===== config.mk =====
export PLATFORM = sky130hd
export DESIGN_NAME = rds_rx_deskew
export DESIGN_NICKNAME = d
export VERILOG_FILES = /design/src/hw/rds_pkg.sv /design/src/hw/rds_rx_deskew.sv
export SDC_FILE = /design/constraint.sdc
export NUM_CORES = 2
export LEC_CHECK = 0
export BUFFER_PORTS_ARGS = -buffer_cell sky130_fd_sc_hd__buf_2
export CELL_PAD_IN_SITES_DETAIL_PLACEMENT = 1
export CELL_PAD_IN_SITES_GLOBAL_PLACEMENT = 2
export CORE_MARGIN = 2
export CORE_UTILIZATION = 33
export CTS_CLUSTER_SIZE = 25
export DETAILED_ROUTE_END_ITERATION = 10
export GPL_TIMING_DRIVEN = 0
export PLACE_DENSITY = 0.78
export SLEW_MARGIN = 40
export SYNTH_ARGS = -nofsm -noshare
export SYNTH_HDL_FRONTEND = slang
export SYNTH_SLANG_ARGS = --single-unit

===== constraint.sdc =====
create_clock -name clk_i -period 8.9 [get_ports clk_i]
set_input_delay 1.78 -clock clk_i [delete_from_list [all_inputs] [get_ports clk_i]]
set_output_delay 1.78 -clock clk_i [all_outputs]
set_load 0.02 [all_outputs]

===== src/hw/rds_pkg.sv =====
// shared constants and types of the receive deskew and status block
package rds_pkg;
  // ==========================================================
  // link and frame layout
  localparam int LANES = 16;
  localparam int WORD_W = 16;
  localparam int FRAME_WORDS = 68;
  localparam int SAMPLE_FIRST = 4;
  localparam int SAMPLE_PER_LANE = 4;
  localparam int FRM_CHECK_POS = 1;
  localparam logic [15:0] FRM_WORD_A = 16'hf6f6;
  localparam logic [15:0] FRM_WORD_B = 16'h2828;
  localparam logic [15:0] HDR_WORD = 16'haaaa;
  localparam logic [6:0] POS_LAST = 7'h43;
  // ==========================================================
  // register map
  localparam logic [7:0] ADDR_CTRL = 8'h00;
  localparam logic [7:0] ADDR_STATUS = 8'h04;
  localparam logic [7:0] ADDR_INT_STS = 8'h08;
  localparam logic [7:0] ADDR_INT_MASK = 8'h0c;
  localparam logic [7:0] ADDR_LANE_LOCK = 8'h10;
  localparam int CTRL_LOCK_LSB = 0;
  localparam int CTRL_UNLOCK_LSB = 8;
  localparam int CTRL_ALLOW_LSB = 16;
  localparam int STS_LOF_BIT = 0;
  localparam int STS_STATE_LSB = 4;
  localparam int STS_DLY_LSB = 8;
  localparam int CNT_W = 7;
  localparam logic [6:0] CNT_RST = 7'h04;
  localparam logic [6:0] CNT_MAX = 7'h40;
  localparam int INT_FERR = 0;
  localparam int INT_LOF = 1;
  localparam int INT_MISM = 2;
  localparam int INT_W = 3;
  // ==========================================================
  // framer states
  typedef enum logic [1:0] {
    ST_SEARCH,
    ST_CONFIRM,
    ST_LOCK
  } rds_state_e;
endpackage


===== src/hw/rds_rx_deskew.sv =====
// receive deskew framer, lane aligner and status registers
`timescale 1ns/1ps

// Behaviour
// - one mismatch bit per data lane
// - mismatch bit is high one cycle per mismatching sample word, up to four in a row
// - frame error on framing pattern difference
// - frame error is a one-cycle pulse
// - loss of frame high while framing lost
// - output the bit-aligned deskew word
// - delay value per lane and deskew
// - frame: F6F6 2828, two headers, samples
// - search steps deskew delay one bit
// - lock/unlock after configurable frame counts
// - lane re-searches after configurable bad frames
module rds_rx_deskew
  import rds_pkg::*;
#(
  parameter int NUM_LANES = LANES
) (
  input wire logic clk_i,
  input wire logic rst_i,
  input wire logic wb_cyc_i,
  input wire logic wb_stb_i,
  input wire logic wb_we_i,
  input wire logic [7:0] wb_adr_i,
  input wire logic [3:0] wb_sel_i,
  input wire logic [31:0] wb_dat_i,
  output logic [31:0] wb_dat_o,
  output logic wb_ack_o,
  output logic irq_o,
  input wire logic [15:0] lane_receive_word_i [NUM_LANES],
  input wire logic [15:0] deskew_word_i,
  output logic [15:0] aligned_deskew_o,
  output logic [15:0] channel_delay_value_o [NUM_LANES],
  output logic [15:0] deskew_delay_o,
  output logic [NUM_LANES-1:0] mismatch_o,
  output logic lof_o,
  output logic frm_err_o
);

  // the sample slots of one frame must hold exactly four words per lane
  if (NUM_LANES * SAMPLE_PER_LANE + SAMPLE_FIRST != FRAME_WORDS) begin
    $error("NUM_LANES does not fit the frame sample layout");
  end

  // ==========================================================
  // helpers
  function automatic logic [15:0] sel_word(logic [31:0] w,
                                           logic [3:0] off);
    return w[off +: 16];
  endfunction

  // a field written outside 1..64 keeps its old value
  function automatic logic [6:0] fit_cnt(logic [7:0] v,
                                         logic [6:0] old);
    if (v == 8'h00 || v > {1'b0, CNT_MAX}) begin
      return old;
    end
    return v[6:0];
  endfunction

  // ==========================================================
  // deskew channel framer
  rds_state_e st_q;
  logic [15:0] dsc_prev_q;
  logic [15:0] dsc_al;
  logic [15:0] al_q;
  logic [3:0] dsc_off_q;
  logic [6:0] pos_q;
  logic [6:0] good_q;
  logic [6:0] miss_q;
  logic lof_q;
  logic ferr_q;
  logic [6:0] lock_n_q;
  logic [6:0] unlock_n_q;
  logic [6:0] allow_n_q;
  logic pat_ok;
  logic chk_pos;
  logic frame_end;

  assign dsc_al = sel_word({dsc_prev_q, deskew_word_i}, dsc_off_q);
  assign pat_ok = (al_q == FRM_WORD_A) && (dsc_al == FRM_WORD_B);
  assign chk_pos = (pos_q == 7'(FRM_CHECK_POS));
  assign frame_end = (pos_q == POS_LAST);

  always_ff @(posedge clk_i) begin
    if (rst_i) begin
      dsc_prev_q <= 16'h0000;
      al_q <= 16'h0000;
    end else begin
      dsc_prev_q <= deskew_word_i;
      al_q <= dsc_al;
    end
  end

  // pos_q is the frame position of the word in dsc_al this cycle
  always_ff @(posedge clk_i) begin
    if (rst_i) begin
      pos_q <= 7'h00;
    end else if (st_q == ST_SEARCH && pat_ok) begin
      pos_q <= 7'(FRM_CHECK_POS + 1);
    end else if (frame_end) begin
      pos_q <= 7'h00;
    end else begin
      pos_q <= pos_q + 7'h01;
    end
  end

  always_ff @(posedge clk_i) begin
    if (rst_i) begin
      st_q <= ST_SEARCH;
      dsc_off_q <= 4'h0;
      good_q <= 7'h00;
      miss_q <= 7'h00;
      lof_q <= 1'b1;
      ferr_q <= 1'b0;
    end else begin
      ferr_q <= 1'b0;
      case (st_q)
        ST_SEARCH: begin
          if (pat_ok) begin
            good_q <= 7'h01;
            if (lock_n_q == 7'h01) begin
              st_q <= ST_LOCK;
              lof_q <= 1'b0;
              miss_q <= 7'h00;
            end else begin
              st_q <= ST_CONFIRM;
            end
          end else if (frame_end) begin
            // a whole frame passed without the pattern at this offset
            dsc_off_q <= dsc_off_q + 4'h1;
          end
        end
        ST_CONFIRM: begin
          if (chk_pos && pat_ok) begin
            good_q <= good_q + 7'h01;
            if (good_q + 7'h01 >= lock_n_q) begin
              st_q <= ST_LOCK;
              lof_q <= 1'b0;
              miss_q <= 7'h00;
            end
          end else if (chk_pos) begin
            ferr_q <= 1'b1;
            st_q <= ST_SEARCH;
          end
        end
        ST_LOCK: begin
          if (chk_pos && pat_ok) begin
            miss_q <= 7'h00;
          end else if (chk_pos) begin
            ferr_q <= 1'b1;
            miss_q <= miss_q + 7'h01;
            if (miss_q + 7'h01 >= unlock_n_q) begin
              st_q <= ST_SEARCH;
              lof_q <= 1'b1;
            end
          end
        end
        default: begin
          st_q <= ST_SEARCH;
          lof_q <= 1'b1;
        end
      endcase
    end
  end

  // ==========================================================
  // data lane alignment against the deskew samples
  logic [15:0] ch_prev_q [NUM_LANES];
  logic [15:0] ch_al [NUM_LANES];
  logic [3:0] ch_off_q [NUM_LANES];
  logic [6:0] ch_bad_q [NUM_LANES];
  logic [NUM_LANES-1:0] ch_lock_q;
  logic [NUM_LANES-1:0] ch_hit_q;
  logic [NUM_LANES-1:0] mism_d;
  logic [NUM_LANES-1:0] mism_q;
  logic [6:0] rel_pos;
  logic in_smp;

  assign rel_pos = pos_q - 7'(SAMPLE_FIRST);
  assign in_smp = (pos_q >= 7'(SAMPLE_FIRST));

  always_comb begin
    for (int i = 0; i < NUM_LANES; i++) begin
      ch_al[i] = sel_word({ch_prev_q[i], lane_receive_word_i[i]},
                          ch_off_q[i]);
      mism_d[i] = (st_q == ST_LOCK) && in_smp &&
                  (rel_pos[5:2] == 4'(i)) && (ch_al[i] != dsc_al);
    end
  end

  always_ff @(posedge clk_i) begin
    if (rst_i) begin
      mism_q <= '0;
    end else begin
      mism_q <= mism_d;
    end
  end

  always_ff @(posedge clk_i) begin
    if (rst_i) begin
      ch_lock_q <= '0;
      ch_hit_q <= '0;
      for (int i = 0; i < NUM_LANES; i++) begin
        ch_prev_q[i] <= 16'h0000;
        ch_off_q[i] <= 4'h0;
        ch_bad_q[i] <= 7'h00;
      end
    end else begin
      for (int i = 0; i < NUM_LANES; i++) begin
        ch_prev_q[i] <= lane_receive_word_i[i];
        if (st_q != ST_LOCK) begin
          // samples mean nothing without frame, so start over later
          ch_lock_q[i] <= 1'b0;
          ch_hit_q[i] <= 1'b0;
          ch_bad_q[i] <= 7'h00;
        end else if (frame_end) begin
          ch_hit_q[i] <= 1'b0;
          if (!ch_lock_q[i]) begin
            if (ch_hit_q[i] | mism_d[i]) begin
              ch_off_q[i] <= ch_off_q[i] + 4'h1;
            end else begin
              ch_lock_q[i] <= 1'b1;
            end
          end else if (ch_hit_q[i] | mism_d[i]) begin
            if (ch_bad_q[i] + 7'h01 >= allow_n_q) begin
              ch_lock_q[i] <= 1'b0;
              ch_off_q[i] <= ch_off_q[i] + 4'h1;
              ch_bad_q[i] <= 7'h00;
            end else begin
              ch_bad_q[i] <= ch_bad_q[i] + 7'h01;
            end
          end else begin
            ch_bad_q[i] <= 7'h00;
          end
        end else if (mism_d[i]) begin
          ch_hit_q[i] <= 1'b1;
        end
      end
    end
  end

  // ==========================================================
  // outputs
  always_comb begin
    for (int i = 0; i < NUM_LANES; i++) begin
      channel_delay_value_o[i] = {12'h000, ch_off_q[i]};
    end
  end
  assign deskew_delay_o = {12'h000, dsc_off_q};
  assign aligned_deskew_o = al_q;
  assign mismatch_o = mism_q;
  assign lof_o = lof_q;
  assign frm_err_o = ferr_q;

  // ==========================================================
  // registers and interrupt
  logic [INT_W-1:0] int_sts_q;
  logic [INT_W-1:0] int_mask_q;
  logic [INT_W-1:0] int_ev;
  logic [31:0] rd_d;
  logic ack_q;
  logic lof_dly_q;
  logic wr_en;

  assign wr_en = wb_cyc_i && wb_stb_i && wb_we_i && !ack_q;
  assign int_ev = {|mism_q, lof_q && !lof_dly_q, ferr_q};

  always_ff @(posedge clk_i) begin
    if (rst_i) begin
      lock_n_q <= CNT_RST;
      unlock_n_q <= CNT_RST;
      allow_n_q <= CNT_RST;
      int_mask_q <= '0;
    end else if (wr_en && wb_adr_i == ADDR_CTRL) begin
      if (wb_sel_i[0]) begin
        lock_n_q <= fit_cnt(wb_dat_i[CTRL_LOCK_LSB +: 8], lock_n_q);
      end
      if (wb_sel_i[1]) begin
        unlock_n_q <= fit_cnt(wb_dat_i[CTRL_UNLOCK_LSB +: 8],
                              unlock_n_q);
      end
      if (wb_sel_i[2]) begin
        allow_n_q <= fit_cnt(wb_dat_i[CTRL_ALLOW_LSB +: 8], allow_n_q);
      end
    end else if (wr_en && wb_adr_i == ADDR_INT_MASK && wb_sel_i[0]) begin
      int_mask_q <= wb_dat_i[INT_W-1:0];
    end
  end

  // a new event beats a write-one-to-clear in the same cycle
  always_ff @(posedge clk_i) begin
    if (rst_i) begin
      int_sts_q <= '0;
      lof_dly_q <= 1'b1;
    end else begin
      lof_dly_q <= lof_q;
      if (wr_en && wb_adr_i == ADDR_INT_STS && wb_sel_i[0]) begin
        int_sts_q <= (int_sts_q & ~wb_dat_i[INT_W-1:0]) | int_ev;
      end else begin
        int_sts_q <= int_sts_q | int_ev;
      end
    end
  end

  always_comb begin
    rd_d = 32'h0000_0000;
    case (wb_adr_i)
      ADDR_CTRL: begin
        rd_d[CTRL_LOCK_LSB +: CNT_W] = lock_n_q;
        rd_d[CTRL_UNLOCK_LSB +: CNT_W] = unlock_n_q;
        rd_d[CTRL_ALLOW_LSB +: CNT_W] = allow_n_q;
      end
      ADDR_STATUS: begin
        rd_d[STS_LOF_BIT] = lof_q;
        rd_d[STS_STATE_LSB +: 2] = st_q;
        rd_d[STS_DLY_LSB +: 4] = dsc_off_q;
      end
      ADDR_INT_STS: rd_d[INT_W-1:0] = int_sts_q;
      ADDR_INT_MASK: rd_d[INT_W-1:0] = int_mask_q;
      ADDR_LANE_LOCK: rd_d[NUM_LANES-1:0] = ch_lock_q;
      default: rd_d = 32'h0000_0000;
    endcase
  end

  // every access, mapped or not, is answered one edge after it starts
  always_ff @(posedge clk_i) begin
    if (rst_i) begin
      ack_q <= 1'b0;
      wb_dat_o <= 32'h0000_0000;
    end else begin
      ack_q <= wb_cyc_i && wb_stb_i && !ack_q;
      if (wb_cyc_i && wb_stb_i && !ack_q && !wb_we_i) begin
        wb_dat_o <= rd_d;
      end
    end
  end

  assign wb_ack_o = ack_q;
  assign irq_o = |(int_sts_q & int_mask_q);
endmodule


==> qor.csv <==
stage;metric;value;unit
timing;Worst slew margin;35.9;%
synthesis;library cells used by synthesis;79;
critical_path;CP max stage delay;0.82;ns
cts;Num CTS Buffers;74;
placement;RePlAce Congestion;0.959;
min_path;hold path cells;2;
critical_path;worst r2r path cells;13;
synthesis;#FFs+latches synth;576;
routing;Detail Route Antenna Nets;0;
synthesis;synthesized area per cell;11.0;µm²
timing;fmax;161;MHz
timing;min cycle time layout;6.20;ns
routing;final WL;183000;µm
min_path;HP Start;wb_dat_o[16]$_SDFFE_PP0P_;
timing;setup TNS;0;ns
synthesis;Mapped Area;47100;µm²
synthesis;Seq/Total Area, Yosys;28.2;%
pwr;pwr/cell area;162;nW/µm²
critical_path;terminus of the critical flop-to-flop path;ch_off_q[1][23]$_SDFFCE_PP0P_;
placement;Detailed Place HPWL;145000;µm
synthesis;Synth Flop Type;dfxtp_1;
min_path;WHS Endpoint;wb_dat_o[16]$_SDFFE_PP0P_;
min_path;Hold Path Class;reg -> reg;
die;DIE AREA;146000;µm²
timing;skew final;0.0381;ns
cts;postcts setup bufs;0;
timing;final-report hold violation count;0;
routing;DRT iter0 DRCs;2791;
timing;crit share post-route;69.6;%
critical_path;most frequent CP cell;buf_2;
synthesis;Yosys warning total;0;
placement;placed cell count;6831;
synthesis;async set or reset register ratio after synthesis;0;%
synthesis;cells after synthesis;4288;
cts;clk sinks;576;
cts;H-tree depth;3;
routing;Avg WL per Cell;26.1;µm
timing;RSZ-0062 raised after global routing;no;
die;Ports;661;
critical_path;slowest stage cell, crit path;nor4_2;
critical_path;Startpoint Class;input port;
critical_path;CP Capture Type;flop;
cts;TritonCTS clock tree;built;
grt;number of global-route vias before repair;39100;
critical_path;reg2reg setup slack;3.00;ns
layout;Final nets;5507;
grt;initial antenna violation count;52;
grt;first-pass GRT wire length;266000;µm
cts;hold buffer count at CTS;0;
cts;CTS Buffer Depth;3;
layout;layout cells sized above 1;31.3;%
synthesis;largest cells by area after synthesis;mux4_2 24%, dfxtp_1 17%, edfxtp_1 11%;
critical_path;Arrival @ worst endpoint;6.55;ns
cts;cts repair resizes;0;
cts;CTS root buffer;clkbuf_16;
grt;gr ovfl total;0;
critical_path;cells along the critical path;buf_2 > mux4_2 > mux2i_1 > clkbuf_1 > mux2_2 > buf_2 > xor2_1 > nand4_1 > nor4_2 > a21oi_1 > o21bai_1 > o21ai_2;
routing;vias per inst;5.51;
die;core box area;142000;µm²
die;Die Span X;382;µm
routing;Vias;38600;
synthesis;leading area contributor after synthesis;mux4_2;
cts;clock transition at the registers of the reported paths;0.06;ns
timing;setup violators final;0;
synthesis;Post-synth EDFFs;176;
grt;Total GRT Usage;24.4;%
synthesis;post-synth top area share;24.0;%
die;initial core utilization;33.3;%
timing;max-slew violations;0;
critical_path;R2R Path Start;dsc_off_q[2]$_SDFFE_PP0P_;
critical_path;Crit Path Category;in -> reg;
routing;DR pass1 iterations;7;
timing;Worst Max-Slew Pin Slew;0.954;ns
layout;Cell Count, Final, Fillers Out;6997;
routing;DR DRC count;0;
die;row cnt;138;
placement;port buffer count;436;
grt;pin count of the biggest net entering global routing;19;
pwr;leakage;22.2;nW
die;Die Y;382;µm
pwr;Worst IR Drop VDD;0.119;mV
critical_path;Max FO, Critical Path;10;
layout;Layout area overhead;17.3;%
critical_path;Req. time, crit path;9.26;ns
cts;clk_lat worst skew;0.70;ns
run_status;outcome;completed;
critical_path;CP startpoint;deskew_word_i[14];
flow_run;MaxCap Viol Count;0;
[layout by cell type (no fill, tap or decap), drive strengths merged, types with 7 or more instances in the layout]
master	n
nor3	26
or4	12
o21ai	83
o2111ai	9
o21a	7
a222oi	7
a221oi	8
nand2	205
a22o	7
a21o	78
conb	213
mux4	503
inv	93
nor2b	353
nor2	279
dfxtp	400
o22ai	24
clkbuf	308
nand3	122
and3	26
nand4	38
clkinv	22
a21oi	100
ha	168
a211oi	17
buf	737
mux2	192
o211ai	7
mux2i	315
edfxtp	176
a211o	9
diode	27
xnor2	239
nand2b	25
nor4	29
xor2	145
[layout make-up]
class | instances | area, µm²
plain buffers | 496 | 2800
clock buffers | 107 | 2170
diodes | 27 | 67.6
clock inverters | 31 | 285
inverters | 89 | 334
multi-input cells | 3339 | 31700
flip-flops and latches | 576 | 13300
fillers | 15900 | 86300
well taps | 1890 | 2360
repair buffers | 442 | 2270
[layer usage]
metal	up-vias	global-route usage (%)	part of all wire, %
met2	1305	41.2	49
met1	19800	30.5	41
met5	-	0	0.15
met4	42	8.26	3.6
li1	17100	-	-
met3	326	5.69	6.8
[metrics by stage]
stage / util (%) / worst slack [ns] / power, mW / hold slack, ns / cell area (µm²)
after floorplan: - / 4.00 / 5.04 / 0.446 / 47900
after global placement: 37.0 / 1.28 / 5.77 / 0.444 / 52500
after detailed placement: 37.2 / 2.27 / 5.85 / 0.451 / 52700
after CTS: 38.9 / 2.99 / 8.96 / 0.458 / 55100
after global routing: 39.0 / 2.77 / 9.32 / 0.487 / 55200
final: 39.0 / 2.70 / 8.93 / 0.456 / 55200
[kinds of logic (layout without fill, tap and decap cells)]
logic type               Yosys count  count (layout)  synth area share (%)
multiplexers                    1010            1010                  35.4
XOR/XNOR                         384             384                  7.14
adder cells (fa/ha/maj)          168             168                  4.46
AO/OA/AOI/OAI                    407             407                  5.70
buffers and inverters            585            1165                  6.54
flip-flops                       576             576                  28.2
AND/OR/NAND/NOR                 1157            1157                  12.6
other                              1             240               0.00796
[worst max-delay path: cells and delay by family]
kind / cells / cell delay [ns]
compound gates: 3 / 0.88
xor+xnor: 1 / 0.20
buf+inv: 3 / 1.30
mux: 3 / 1.35
simple gates: 2 / 0.99
[power by group]
part | internal [mW] | switching [mW] | leakage (nW)
clock | 1.79 | 1.30 | 1.21
combinational | 1.24 | 1.46 | 15.7
sequential | 2.93 | 0.208 | 5.28
[sequential cells by signal (all words and copies together) (netlist names), 15 cells and up]
register and count:
mismatch_o 16, ch_prev_q 240, ch_lock_q 16, wb_dat_o 23
dsc_prev_q 15, ch_bad_q 112, ch_hit_q 16, ch_off_q 64
aligned_deskew_o 16
[worst max-delay path by stage]
stage	end	slack [ns]
after floorplan	ch_off_q[1][28]$_SDFFCE_PP0P_	4.00
after global placement	ch_off_q[1][23]$_SDFFCE_PP0P_	1.28
after detailed placement	ch_off_q[1][20]$_SDFFCE_PP0P_	2.27
after CTS	ch_off_q[1][20]$_SDFFCE_PP0P_	2.99
after global routing	ch_off_q[1][20]$_SDFFCE_PP0P_	2.77
final	ch_off_q[1][23]$_SDFFCE_PP0P_	2.70
[cells in the mapped netlist (145+ instances only)]
cell        n
nand2_1   205
mux2_2    192
buf_4     216
nor2b_1   353
ha_1      168
edfxtp_1  176
dfxtp_1   400
mux4_2    503
xor2_1    145
xnor2_1   239
nor2_1    278
mux2i_1   311
clkbuf_1  179
No activity file was read; power rests on OpenSTA's default activity.
